### config.mk
export PLATFORM = sky130hd
export DESIGN_NAME = lcr_front_end
export DESIGN_NICKNAME = d
export VERILOG_FILES = /design/src/rtl/lcr_pkg.sv /design/src/rtl/lcr_prescaler.sv /design/src/rtl/lcr_line_diag.sv /design/src/rtl/lcr_front_end.sv
export SDC_FILE = /design/constraint.sdc
export NUM_CORES = 1
export LEC_CHECK = 0
export BUFFER_PORTS_ARGS = -buffer_cell sky130_fd_sc_hd__clkbuf_2
export CAP_MARGIN = 20
export CORE_MARGIN = 5
export CORE_UTILIZATION = 55
export CTS_CLUSTER_SIZE = 25
export DETAILED_ROUTE_END_ITERATION = 10
export GPL_TIMING_DRIVEN = 0
export HOLD_SLACK_MARGIN = 0.06
export PLACE_DENSITY = 0.77
export SLEW_MARGIN = 40
export SYNTH_ARGS = -nofsm -noshare
export SYNTH_HDL_FRONTEND = slang
export SYNTH_SLANG_ARGS = --single-unit
### constraint.sdc
create_clock -name clock_i -period 5.5 [get_ports clock_i]
set_input_delay 0.825 -clock clock_i [delete_from_list [all_inputs] [get_ports clock_i]]
set_output_delay 0.825 -clock clock_i [all_outputs]
set_load 0.02 [all_outputs]
### src/rtl/lcr_pkg.sv
package lcr_pkg;

   // ********************************************************************
   // Register indices; the byte address on the bus is four times these.
   // ********************************************************************
   localparam logic [7:0] IDX_CMD    = 8'h03;
   localparam logic [7:0] IDX_LCTL   = 8'h04;
   localparam logic [7:0] IDX_LSTAT  = 8'h05;
   localparam logic [7:0] IDX_ISTAT  = 8'h08;
   localparam logic [7:0] IDX_IEN    = 8'h09;
   localparam logic [7:0] IDX_IRQ_LO = 8'h08;
   localparam logic [7:0] IDX_IRQ_HI = 8'h0b;

   // ********************************************************************
   // Field positions and reset values.
   // ********************************************************************
   localparam int          CMD_SRST_BIT  = 0;
   localparam int          LCTL_DIV_LSB  = 0;
   localparam int          LCTL_AUTO_BIT = 4;
   localparam int          LCTL_SEL_LSB  = 5;
   localparam int          LCTL_PULS_BIT = 7;
   localparam logic [7:0]  LCTL_RST      = 8'h00;
   localparam logic [5:0]  IEN_RST       = 6'h00;
   localparam int          NUM_EVT       = 6;

   // ********************************************************************
   // Timing counts, in clock cycles, half clocks or prescaled clocks.
   // ********************************************************************
   localparam logic [3:0]  OSC_SETTLE_CYC = 4'h8;
   localparam logic [3:0]  SLOT_TICKS     = 4'hf;
   localparam logic [3:0]  SAMPLE_POS     = 4'h8;
   localparam logic [3:0]  PULSE_TICKS    = 4'h2;
   localparam logic [9:0]  HALF_BASE_POW2 = 10'h002;
   localparam logic [9:0]  HALF_BASE_1P5  = 10'h003;

endpackage

### src/rtl/lcr_prescaler.sv
// Prescaled clock enable: one pulse every n clocks, n from the divider code.
// Fractional 1.5 steps are made by counting in half clocks, so the pulse
// spacing alternates by one clock but the average rate is exact.
module lcr_prescaler #(
   parameter int ACC_W = 10
) (
   input  wire logic       clock_i,  // System clock.
   input  wire logic       clear_i,  // Holds the divider at zero.
   input  wire logic [3:0] code_i,   // Clock divider code.
   output logic            tick_o    // One-cycle prescaled clock enable.
);

   typedef struct packed {
      logic [ACC_W-1:0] acc;
      logic             tick;
   } lcr_psc_t;

   lcr_psc_t         s;
   lcr_psc_t         next_s;
   logic [ACC_W-1:0] period;
   logic [ACC_W-1:0] sum;

   // ********************************************************************
   // Period in half clocks: 2 or 3 shifted by the low code bits.
   // ********************************************************************
   always_comb begin
      period = (code_i[3] ? lcr_pkg::HALF_BASE_1P5 : lcr_pkg::HALF_BASE_POW2) << code_i[2:0];
      sum    = ACC_W'(s.acc + lcr_pkg::HALF_BASE_POW2);
      next_s = s;
      next_s.tick = 1'b0;
      if (sum >= period) begin
         // A code change can leave the count above a shorter period; restarting
         // it then avoids a long burst of back-to-back ticks.
         next_s.acc  = (ACC_W'(sum - period) >= period) ? '0 : ACC_W'(sum - period);
         next_s.tick = 1'b1;
      end else begin
         next_s.acc = sum;
      end
      if (clear_i) begin
         next_s = '0;
      end
   end

   // Register the state.
   always_ff @(posedge clock_i) begin
      s <= next_s;
   end

   assign tick_o = s.tick;

endmodule

### src/rtl/lcr_line_diag.sv
// Line diagnosis: each input is scored against the majority of the three.
// A disagreement costs more than an agreement earns back, so a line that
// glitches now and then is dropped quickly and recovers slowly.
module lcr_line_diag #(
   parameter int SCORE_W = 6
) (
   input  wire logic       clock_i,   // System clock.
   input  wire logic       clear_i,   // Clears all scores.
   input  wire logic       sample_i,  // Sample point pulse.
   input  wire logic [2:0] lines_i,   // Synchronised line levels.
   output logic [1:0]      best_o     // Index of the most reliable line.
);

   typedef struct packed {
      logic [2:0][SCORE_W-1:0] score;
      logic [1:0]              best;
   } lcr_diag_t;

   lcr_diag_t  s;
   lcr_diag_t  next_s;
   logic       major;
   logic [2:0] miss;

   assign major = (lines_i[0] & lines_i[1]) | (lines_i[1] & lines_i[2])
                | (lines_i[0] & lines_i[2]);

   // Per-line disagreement with the majority.
   for (genvar g = 0; g < 3; g++) begin : g_miss
      assign miss[g] = lines_i[g] ^ major;
   end

   // ********************************************************************
   // Score update and choice of the lowest score, lowest index on a tie.
   // ********************************************************************
   always_comb begin
      next_s = s;
      if (sample_i) begin
         for (int i = 0; i < 3; i++) begin
            if (miss[i]) begin
               next_s.score[i] = (s.score[i] > SCORE_W'(2**SCORE_W - 5))
                               ? '1 : SCORE_W'(s.score[i] + SCORE_W'(4));
            end else if (s.score[i] != '0) begin
               next_s.score[i] = SCORE_W'(s.score[i] - SCORE_W'(1));
            end
         end
      end
      next_s.best = 2'd0;
      if (s.score[1] < s.score[0]) begin
         next_s.best = 2'd1;
      end
      if (s.score[2] < s.score[next_s.best]) begin
         next_s.best = 2'd2;
      end
      if (clear_i) begin
         next_s = '0;
      end
   end

   // Register the state.
   always_ff @(posedge clock_i) begin
      s <= next_s;
   end

   assign best_o = s.best;

endmodule

### src/rtl/lcr_front_end.sv
// Operation
// - Attention request is active-low open-drain, gated by an enable register.
// - Any access to interrupt registers 08h to 0Bh releases the attention request.
// - Reset comes from the reset pin or software, asynchronous to the clock.
// - Writing the soft reset bit of command register 03h performs a full reset.
// - Pin and soft reset are ORed and filtered; oscillator enabled in reset.
// - Eight clock periods are counted after the reset source ends before release.
// - Internal reset releases synchronously; without clock the block stays reset.
// - Buffered clock output is a non-inverted copy of the crystal clock.
// - Prescaled clock is crystal frequency divided by n; slot is sixteen of them.
// - Codes 0 to 7 select factors 1, 2, 4 up to 128.
// - Codes 8 to 15 select factors 1.5, 3, 6 up to 192.
// - Receive input is fixed by software or chosen automatically.
// - Automatic mode compares all inputs at each sample point and picks the most reliable.
// - High is recessive one, low dominant zero; own data is received back.
// - Sending recessive while dominant is received loses arbitration harmlessly.
// - Pulsed mode sends dominant as a two-prescaled-clock low pulse at bit start.
// - Pulsed mode receiver decodes edges, not levels.
// - Pulsed mode forces reception onto line input zero.
// - Pulsed mode loops transmitted data back to the receiver internally.
// - A timeslot is sixteen prescaled clocks in both modes; pulsed mode shortens only the dominant low.
// - Clearing one interrupt while another pends gives a one-strobe high pulse.
// - Buffered clock output is enabled only outside reset.
module lcr_front_end (
   input  wire logic        clock_i,               // Crystal clock, 20 MHz.
   input  wire logic        rst_i,                 // Synchronous reset, high.
   input  wire logic        hsel_i,                // AHB slave select.
   input  wire logic [31:0] haddr_i,               // AHB address.
   input  wire logic [1:0]  htrans_i,              // AHB transfer type.
   input  wire logic        hwrite_i,              // AHB write.
   input  wire logic [2:0]  hsize_i,               // AHB size, word only.
   input  wire logic [31:0] hwdata_i,              // AHB write data.
   input  wire logic        hready_i,              // AHB bus ready.
   output logic [31:0]      hrdata_o,              // AHB read data.
   output logic             hreadyout_o,           // AHB slave ready.
   output logic             hresp_o,               // AHB response, OKAY.
   input  wire logic        reset_pin_i,           // External reset pin, high.
   input  wire logic        line_input_zero_i,     // Line input zero.
   input  wire logic        line_input_one_i,      // Line input one.
   input  wire logic        line_input_two_i,      // Line input two.
   input  wire logic        tx_en_i,               // Protocol engine transmits.
   input  wire logic        tx_bit_i,              // Bit for next timeslot.
   input  wire logic [4:0]  evt_i,                 // Protocol event pulses.
   output logic             txd_o,                 // Line output.
   output logic             irq_n_o,               // Attention request level.
   output logic             irq_oe_n_o,            // Attention drive, low drives.
   output logic             buffered_clock_out_en_o, // Clock pad enable.
   output logic             osc_en_o,              // Oscillator enable.
   output logic             core_rst_o,            // Internal reset, high.
   output logic             prescaled_slot_clock_o, // Prescaled clock pulse.
   output logic             slot_start_o,          // Timeslot start pulse.
   output logic             rx_bit_o,              // Received slot bit.
   output logic             rx_valid_o,            // Received bit strobe.
   output logic             arb_lost_o,            // Arbitration lost level.
   output logic [1:0]       line_sel_o             // Selected receive input.
);

   typedef struct packed {
      logic        rp_s1;
      logic        rp_s2;
      logic [2:0]  ln_s1;
      logic [2:0]  ln_s2;
      logic        ln0_d;
      logic [3:0]  rst_cnt;
      logic        core_rst;
      logic        srst_req;
      logic        dp_valid;
      logic        dp_write;
      logic [7:0]  dp_idx;
      logic [31:0] hrdata;
      logic [7:0]  lctl;
      logic [5:0]  istat;
      logic [5:0]  ien;
      logic        arb_lost;
      logic        tx_act;
      logic        tx_bit;
      logic [3:0]  pos;
      logic        edge_seen;
      logic        rx_bit;
      logic        rx_valid;
      logic        txd;
      logic        irq_oe_n;
      logic        ck_en;
      logic        ptick;
      logic        slot;
      logic [1:0]  sel;
   } lcr_fe_t;

   lcr_fe_t    s;
   lcr_fe_t    next_s;
   logic       ptick;
   logic [1:0] diag_best;
   logic       sample;
   logic       a_phase;
   logic [7:0] a_idx;
   logic       irq_acc;
   logic       pulsed;
   logic       sel_lvl;
   logic       rx_now;
   logic       own_dom;
   logic [5:0] set_evt;
   logic [5:0] clr_evt;

   // Decodes a word address into a register index.
   function automatic logic [7:0] reg_index(input logic [31:0] addr);
      return addr[9:2];
   endfunction

   // True for an index that falls among the interrupt registers.
   function automatic logic is_irq_reg(input logic [7:0] idx);
      return (idx >= lcr_pkg::IDX_IRQ_LO) && (idx <= lcr_pkg::IDX_IRQ_HI);
   endfunction

   // ********************************************************************
   // Prescaler and line diagnosis.
   // ********************************************************************
   lcr_prescaler #(
      .ACC_W (10)
   ) i_lcr_prescaler (
      .clock_i (clock_i),
      .clear_i (s.core_rst),
      .code_i  (s.lctl[lcr_pkg::LCTL_DIV_LSB +: 4]),
      .tick_o  (ptick)
   );

   lcr_line_diag #(
      .SCORE_W (6)
   ) i_lcr_line_diag (
      .clock_i  (clock_i),
      .clear_i  (s.core_rst),
      .sample_i (sample),
      .lines_i  (s.ln_s2),
      .best_o   (diag_best)
   );

   // Helper terms shared by the next-state logic.
   assign pulsed  = s.lctl[lcr_pkg::LCTL_PULS_BIT];
   assign sample  = ptick && (s.pos == lcr_pkg::SAMPLE_POS);
   assign a_phase = hsel_i && htrans_i[1] && hready_i;
   assign a_idx   = reg_index(haddr_i);
   assign irq_acc = a_phase && is_irq_reg(a_idx);
   assign sel_lvl = s.ln_s2[s.sel];
   assign own_dom = s.tx_act && !s.tx_bit;

   // ********************************************************************
   // Next-state logic.
   // ********************************************************************
   always_comb begin
      next_s = s;
      set_evt = '0;
      clr_evt = '0;
      rx_now = sel_lvl;

      // Pin inputs pass two flip-flops before anything reads them.
      next_s.rp_s1 = reset_pin_i;
      next_s.rp_s2 = s.rp_s1;
      next_s.ln_s1 = {line_input_two_i, line_input_one_i, line_input_zero_i};
      next_s.ln_s2 = s.ln_s1;
      next_s.ln0_d = s.ln_s2[0];

      next_s.srst_req = 1'b0;
      if (s.rp_s2 || s.srst_req) begin
         next_s.core_rst = 1'b1;
         next_s.rst_cnt  = '0;
      end else if (s.core_rst) begin
         if (s.rst_cnt == 4'(lcr_pkg::OSC_SETTLE_CYC - 4'h1)) begin
            next_s.core_rst = 1'b0;
         end else begin
            next_s.rst_cnt = 4'(s.rst_cnt + 4'h1);
         end
      end
      next_s.ck_en = !next_s.core_rst;

      // Bus address phase: capture it and prepare read data in one cycle.
      next_s.dp_valid = a_phase;
      next_s.dp_write = hwrite_i;
      next_s.dp_idx   = a_idx;
      if (a_phase && !hwrite_i) begin
         unique case (a_idx)
            lcr_pkg::IDX_LCTL:  next_s.hrdata = {24'h000000, s.lctl};
            lcr_pkg::IDX_LSTAT: next_s.hrdata = {28'h0000000, s.core_rst, s.arb_lost, s.sel};
            lcr_pkg::IDX_ISTAT: next_s.hrdata = {26'h0000000, s.istat};
            lcr_pkg::IDX_IEN:   next_s.hrdata = {26'h0000000, s.ien};
            default:            next_s.hrdata = '0;
         endcase
      end

      // Bus data phase: writes take effect here.
      if (s.dp_valid && s.dp_write) begin
         unique case (s.dp_idx)
            lcr_pkg::IDX_CMD:   next_s.srst_req = hwdata_i[lcr_pkg::CMD_SRST_BIT];
            lcr_pkg::IDX_LCTL:  next_s.lctl = hwdata_i[7:0];
            lcr_pkg::IDX_ISTAT: clr_evt = hwdata_i[5:0];
            lcr_pkg::IDX_IEN:   next_s.ien = hwdata_i[5:0];
            default:            next_s.lctl = s.lctl;
         endcase
      end

      if (pulsed) begin
         next_s.sel = 2'd0;
      end else if (s.lctl[lcr_pkg::LCTL_AUTO_BIT]) begin
         next_s.sel = diag_best;
      end else begin
         next_s.sel = (s.lctl[lcr_pkg::LCTL_SEL_LSB +: 2] == 2'd3)
                    ? 2'd2 : s.lctl[lcr_pkg::LCTL_SEL_LSB +: 2];
      end

      if (s.ln0_d && !s.ln_s2[0]) begin
         next_s.edge_seen = 1'b1;
      end

      next_s.ptick    = ptick;
      next_s.slot     = 1'b0;
      next_s.rx_valid = 1'b0;
      if (ptick) begin
         next_s.pos = 4'(s.pos + 4'h1);
         if (s.pos == lcr_pkg::SLOT_TICKS) begin
            next_s.slot      = 1'b1;
            next_s.tx_act    = tx_en_i && !s.arb_lost;
            next_s.tx_bit    = tx_bit_i;
            next_s.edge_seen = 1'b0;
            if (!tx_en_i) begin
               next_s.arb_lost = 1'b0;
            end
         end
      end

      if (pulsed) begin
         rx_now = !(s.edge_seen || own_dom);
      end
      if (sample) begin
         next_s.rx_bit   = rx_now;
         next_s.rx_valid = 1'b1;
         if (s.tx_act && s.tx_bit && !rx_now) begin
            next_s.arb_lost = 1'b1;
            next_s.tx_act   = 1'b0;
            set_evt[5]      = 1'b1;
         end
      end

      if (pulsed) begin
         next_s.txd = !(next_s.tx_act && !next_s.tx_bit && (next_s.pos < lcr_pkg::PULSE_TICKS));
      end else begin
         next_s.txd = !(next_s.tx_act && !next_s.tx_bit);
      end

      // Event flags: a new event wins over a clear in the same cycle.
      set_evt[4:0] = evt_i;
      next_s.istat = (s.istat & ~clr_evt) | set_evt;

      next_s.irq_oe_n = !(|(next_s.istat & next_s.ien) && !irq_acc);

      // A full reset returns the control state to its defaults.
      if (next_s.core_rst) begin
         next_s.lctl     = lcr_pkg::LCTL_RST;
         next_s.ien      = lcr_pkg::IEN_RST;
         next_s.istat    = '0;
         next_s.arb_lost = 1'b0;
         next_s.tx_act   = 1'b0;
         next_s.pos      = '0;
         next_s.txd      = 1'b1;
         next_s.irq_oe_n = 1'b1;
         next_s.ptick    = 1'b0;
         next_s.slot     = 1'b0;
         next_s.rx_valid = 1'b0;
      end
   end

   // ********************************************************************
   // State register.
   // ********************************************************************
   // The internal reset enters on the first edge after the pin is seen, so
   // a stopped clock leaves the block in reset until edges resume.
   always_ff @(posedge clock_i) begin
      if (rst_i) begin
         s          <= '0;
         s.core_rst <= 1'b1;
         s.txd      <= 1'b1;
         s.irq_oe_n <= 1'b1;
      end else begin
         s <= next_s;
      end
   end

   // ********************************************************************
   // Outputs.
   // ********************************************************************
   assign hrdata_o                = s.hrdata;
   assign hreadyout_o             = 1'b1;      // Zero wait states.
   assign hresp_o                 = 1'b0;      // Always OKAY.
   assign txd_o                   = s.txd;
   assign irq_n_o                 = 1'b0;      // Open drain only pulls low.
   assign irq_oe_n_o              = s.irq_oe_n;
   assign buffered_clock_out_en_o = s.ck_en;
   assign osc_en_o                = 1'b1;
   assign core_rst_o              = s.core_rst;
   assign prescaled_slot_clock_o  = s.ptick;
   assign slot_start_o            = s.slot;
   assign rx_bit_o                = s.rx_bit;
   assign rx_valid_o              = s.rx_valid;
   assign arb_lost_o              = s.arb_lost;
   assign line_sel_o              = s.sel;

endmodule

# Word-level counts from Yosys, hierarchy flattened

Cells that the tools add are included.

Bits in registers: 125
Bits of input ports: 85

Add/subtract/negate cells: 10
Order comparisons: 12
Eq/ne operators: 12
Shifts and indexed selects: 1
Muxes and demuxes: 42
Bitwise logic cells: 16
Reductions and logical operators: 47

Operators by type and width:

| cell                                                                | count |
|---|---|
| 6-bit two-way mux                                                   | 14 |
| 8-bit by 4-bit == test with 1-bit output (second input constant)    | 4 |
| 8-bit case mux with 4 select lines                                  | 1 |
| 8-bit by 3-bit == test with 1-bit output (second input constant)    | 3 |
| 10-bit greater-or-equal comparator                                  | 2 |
| 10-bit two-way mux                                                  | 2 |
| 6-bit by 3-bit adder with 6-bit output (second input constant)      | 3 |
| 6-bit > comparator (second input constant)                          | 3 |
| 6-bit nonzero test                                                  | 3 |
| 6-bit by 1-bit subtractor with 6-bit output (second input constant) | 3 |
| 1-bit two-way mux                                                   | 16 |
| 1-bit logical AND                                                   | 15 |
| 6-bit bitwise AND                                                   | 2 |
| 6-bit binary-select mux with 2-bit select                           | 1 |
| 1-bit logical NOT                                                   | 12 |
| 6-bit < comparator                                                  | 2 |
| 10-bit by 2-bit adder with 10-bit output (second input constant)    | 1 |
| 2-bit two-way mux                                                   | 5 |
| 2-bit AND reduction                                                 | 5 |
| 10-bit by 3-bit << shifter with 10-bit output                       | 1 |
| 10-bit subtractor                                                   | 1 |
| 4-bit by 1-bit adder with 4-bit output (second input constant)      | 2 |
| 4-bit == test (second input constant)                               | 2 |
| 8-bit by 2-bit == test with 1-bit output (second input constant)    | 1 |
| 21 further kinds                                                    | 36 |

# Longest topological paths before layout

Word-level depth: 14
Depth in mapped cells: 20

# Hierarchy

Synthesis repeated with hierarchy kept, for this count alone.

Cell total of the unflattened synthesis: 721
Area, all modules: 6313.6 sq um

By module, submodules not included:

| module        | times used | cells an instance | area an instance (sq um) | seq. area each (sq um) |
|---|---|---|---|---|
| lcr_front_end | 1          | 326               | 3025.4                   | 1401.3 |
| lcr_line_diag | 1          | 225               | 1885.6                   | 400.4 |
| lcr_prescaler | 1          | 170               | 1402.6                   | 220.2 |

# Least setup slack after synthesis

No wires, ideal clock.

Path type: flip-flop to flip-flop
From: register s[30] in the netlist's numbering
To: register i_lcr_prescaler.s[3] in the netlist's numbering
Arrival time: 4.114 ns
Required time: 5.430 ns
Setup slack: 1.315 ns
Cell stages (with the launch flop): 21
Cell sequence: dfxtp_1 -> clkbuf_1 -> nand2_1 -> mux2i_1 -> nand2_1 -> ha_1 -> nor2b_1 -> o31ai_1 -> a21oi_1 -> a211oi_1 -> nor2_1 -> xor2_1 -> ha_1 -> a2111o_1 -> a211oi_1 -> o21ai_0 -> o21ai_0 -> nand2_1 -> mux2i_2 -> nand3_1 -> a21oi_1

Word-level cells in the longest chain between the ends: 5
Elaborated cells on any way between the ends: 6
Classes of those cells: add/sub: 1; order compare: 2; shift: 1; mux: 2

RTL lines:

| what                                              | RTL line             | source |
|---|---|---|
| start, declared                                   | lcr_front_end.sv:89  | `lcr_fe_t s;` |
| start signal, assigned                            | lcr_front_end.sv:281 | `s <= next_s;` |
| 10-bit by 3-bit << shifter with 10-bit output (*) | lcr_prescaler.sv:27  | `period = (code_i[3] ? lcr_pkg::HALF_BASE_1P5 : lcr_pkg::HALF_BASE_POW2) << code_i[2:0];` |
| 10-bit subtractor                                 | lcr_prescaler.sv:34  | `next_s.acc = (ACC_W'(sum - period) >= period) ? '0 : ACC_W'(sum - period);` |
| 10-bit greater-or-equal comparator                | lcr_prescaler.sv:34  |  |
| 10-bit two-way mux                                | lcr_prescaler.sv:34  |  |
| 10-bit two-way mux (*)                            | lcr_prescaler.sv:31  | `if (sum >= period) begin` |
| end signal, assigned                              | lcr_prescaler.sv:46  | `s <= next_s;` |
| end, declared                                     | lcr_prescaler.sv:18  | `lcr_psc_t s;` |

Mark *: on every way between the ends. The rest lies on a longest branch, timed or not.
A chain may end at the register's enable or synchronous reset.

# Final worst setup path

Same ends and word-level chain as after synthesis.

==> flow_metrics.env <==
export IMPL_clock_latency_ps=370
export IMPL_ys_ff_latch=101
export IMPL_seq_area_frac_synth_pct=34.3
export IMPL_grt_pass1_wl_um=23600
export IMPL_ys_warnings_count=0
export IMPL_initial_core_util_pct=56.9
export IMPL_clk_path_buf_depth=2
export IMPL_yosysUniqueCellTypes=68
export IMPL_route_detailed_wl_per_inst_um=15.4
export IMPL_min_period_over_period_pct=89.4
export IMPL_synth_largest_area_cell="dfxtp_1"
export IMPL_synth_cells=692
export IMPL_final_layout_size_suffix_gt1_share_pct=15.6
export IMPL_start_kind="flop"
export IMPL_cts_resized=0
export IMPL_critPathMaxFanout=10
export IMPL_synthFlopType="dfxtp_1"
export IMPL_die_area_mm2=0.0129
export IMPL_groute_usage_overall_pct=22.0
export IMPL_cts_root_buf="clkbuf_8"
export IMPL_finalClockSkew_ps=12.8
export IMPL_min_period_ps=4920
export IMPL_viasPerCell=5.61
export IMPL_totalWireLength_um=14200
export IMPL_fp_coreArea_mm2=0.0104
export IMPL_maxCapViolations=0
export IMPL_yosys_top_cells_count="dfxtp_1, nor2_1, a21oi_1, ha_1"
export IMPL_cts_sinks=101
export IMPL_setup_worst_path_end_class="flop"
export IMPL_synth_area_leaders="dfxtp_1, ha_1, nor2_1"
export IMPL_cts_buffers=9
export IMPL_min_path_type="flop to flop"
export IMPL_cts_tree="built"
export IMPL_setup_tns_ps=0
export IMPL_dr_first_iter_drc_count=293
export IMPL_dp_hpwl_um=10900
export IMPL_worstReg2RegEnd="i_lcr_prescaler.s[3]"
export IMPL_finalSetupViolCount=0
export IMPL_pin_count=132
export IMPL_syn_area_mm2=0.00590
export IMPL_grt_max_degree=20
export IMPL_nets=917
export IMPL_yosysTopAreaCellShare_pct=34.3
export IMPL_hold_viol=0
export IMPL_die_w_um=114
export IMPL_endpoint="i_lcr_prescaler.s[3]"
export IMPL_globalplace_congestion=0.854
export IMPL_reg2regPathDepth=20
export IMPL_vias=5176
export IMPL_required_ps=5800
export IMPL_async_flop_share_pct=0
export IMPL_peakVddDrop_mv=0.184
export IMPL_p_leak_nw=2.72
export IMPL_clk_pin_slew_ps=110
export IMPL_num_rows=37
export IMPL_grt_pass1_vias=5083
export IMPL_r2r_slack_ps=580
export IMPL_overflow=0
export IMPL_rsz0062_at_grt="no"
export IMPL_syn_area_per_cell_um2=8.52
export IMPL_cts_setup_buffers=0
export IMPL_drcViolationCount=0
export IMPL_max_clock_freq_mhz=203
export IMPL_relSlewSlack_pct=47.0
export IMPL_diodes=0
export IMPL_final_util_pct=63.9
export IMPL_cts_hold_buf=0
export IMPL_die_h_um=114
export IMPL_p_per_area_mw_per_mm2=197
export IMPL_status="complete, no violations"
export IMPL_path_class="flop to flop"
export IMPL_cp_arrival_ps=5220
export IMPL_ant_nets=0
export IMPL_r2r_start="s[30]"
export IMPL_antenna_found_initial=0
export IMPL_synth_edf_count=0
export IMPL_area_delta_synth_final_pct=12.4
export IMPL_cts_max_level=3
export IMPL_crit_start="s[30]"
export IMPL_tightest_slew_ps=789
export IMPL_drv_slew=0
export IMPL_first_pass_iters=5
export IMPL_port_buffers=51
export IMPL_hp_start="next_s[92]"
export IMPL_yosys_cell_count_top_type="dfxtp_1"
cell usage in the layout (no fill, tap or decap), types with 6 or more instances in the layout:
cell,n
o21ai_0,17
nand2b_1,9
mux2i_1,24
ha_1,50
xnor2_1,9
nand2_1,36
nor2b_1,25
buf_4,38
inv_1,38
clkbuf_2,51
nor2_1,88
a211oi_1,6
nor3_1,11
dfxtp_1,101
clkbuf_8,9
conb_1,29
a311oi_1,7
clkbuf_1,23
or3_1,6
nand3_1,33
xor2_1,9
a21oi_1,61
a22oi_1,14
flip-flops by register name (all words and copies together) (netlist names), 2 cells and up:
| register | count |
|---|---|
| i_lcr_line_diag.s | 18 |
| i_lcr_line_diag.best_o | 2 |
| i_lcr_prescaler.s | 10 |
| s | 45 |
| hrdata_o | 8 |
| line_sel_o | 2 |
| next_s | 5 |
worst min path at each step:
stage	end	slack (ps)	depth (start not counted)
after CTS	s[92]	450	1
after floorplan	next_s[85]	410	1
final	s[92]	450	1
after global routing	s[92]	470	1
after detailed placement	s[92]	420	1
after global placement	next_s[85]	420	1
worst max-delay path, stage by stage (launching register included):
cell	delay [ps]
dfxtp_1	430
clkbuf_1	350
nand2_1	80
mux2i_1	190
nand2_1	110
ha_1	340
nor2b_1	160
o31ai_1	360
a21oi_1	170
a211oi_2	330
nor2_1	100
xor2_1	180
ha_1	210
a2111o_1	410
a211oi_1	160
o21ai_0	100
o21ai_0	290
nand2_1	110
mux2i_2	440
nand3_1	130
a21oi_1	160
where the power goes:
part | total, mW | internal, mW | switching [mW]
clock | 0.472 | 0.180 | 0.291
sequential | 0.747 | 0.740 | 0.00652
combinational | 0.0871 | 0.0365 | 0.0505
layout make-up:
type / instances / area, µm²
Clock buffer: 10 / 128
Timing Repair Buffer: 51 / 255
Multi-Input combinational cell: 517 / 3450
Sequential cell: 101 / 2020
Buffer: 63 / 395
Fill cell: 886 / 3740
Tap cell: 136 / 170
Clock inverter: 6 / 65.1
Inverter: 38 / 143
metrics by stage:
| step | hold slack, ps | setup slack [ps] | instance area [µm²] | instances | power [mW] |
|---|---|---|---|---|---|
| floorplan | 414 | 1320 | 6000 | 719 | 0.824 |
| global placement | 420 | 717 | 6420 | 906 | 0.846 |
| detailed placement | 422 | 516 | 6430 | 906 | 0.849 |
| CTS | 450 | 469 | 6620 | 922 | 1.31 |
| global route | 471 | 45.2 | 6630 | 922 | 1.36 |
| finish | 447 | 581 | 6630 | 922 | 1.31 |
cell families after synthesis:
group / Yosys count / synth area share (%)
compound gates: 155 / 17.5
xor+xnor: 19 / 3.10
fa+ha+maj: 51 / 10.9
buf+inv: 101 / 9.12
flops: 101 / 34.3
mux: 25 / 4.31
other cells: 2 / 0.127
simple gates: 238 / 20.7
routing by layer:
metal | track usage, % | vias to the layer above | wire, µm | share of wire (%)
met4 | 7.69 | 0 | 298 | 2.1
met5 | 0 | - | 0 | 0
met1 | 28.0 | 2417 | 6210 | 44
li1 | - | 2560 | - | -
met3 | 2.76 | 27 | 768 | 5.4
met2 | 38.3 | 172 | 6880 | 49
Note: power is estimated with default switching activity, not from simulation.
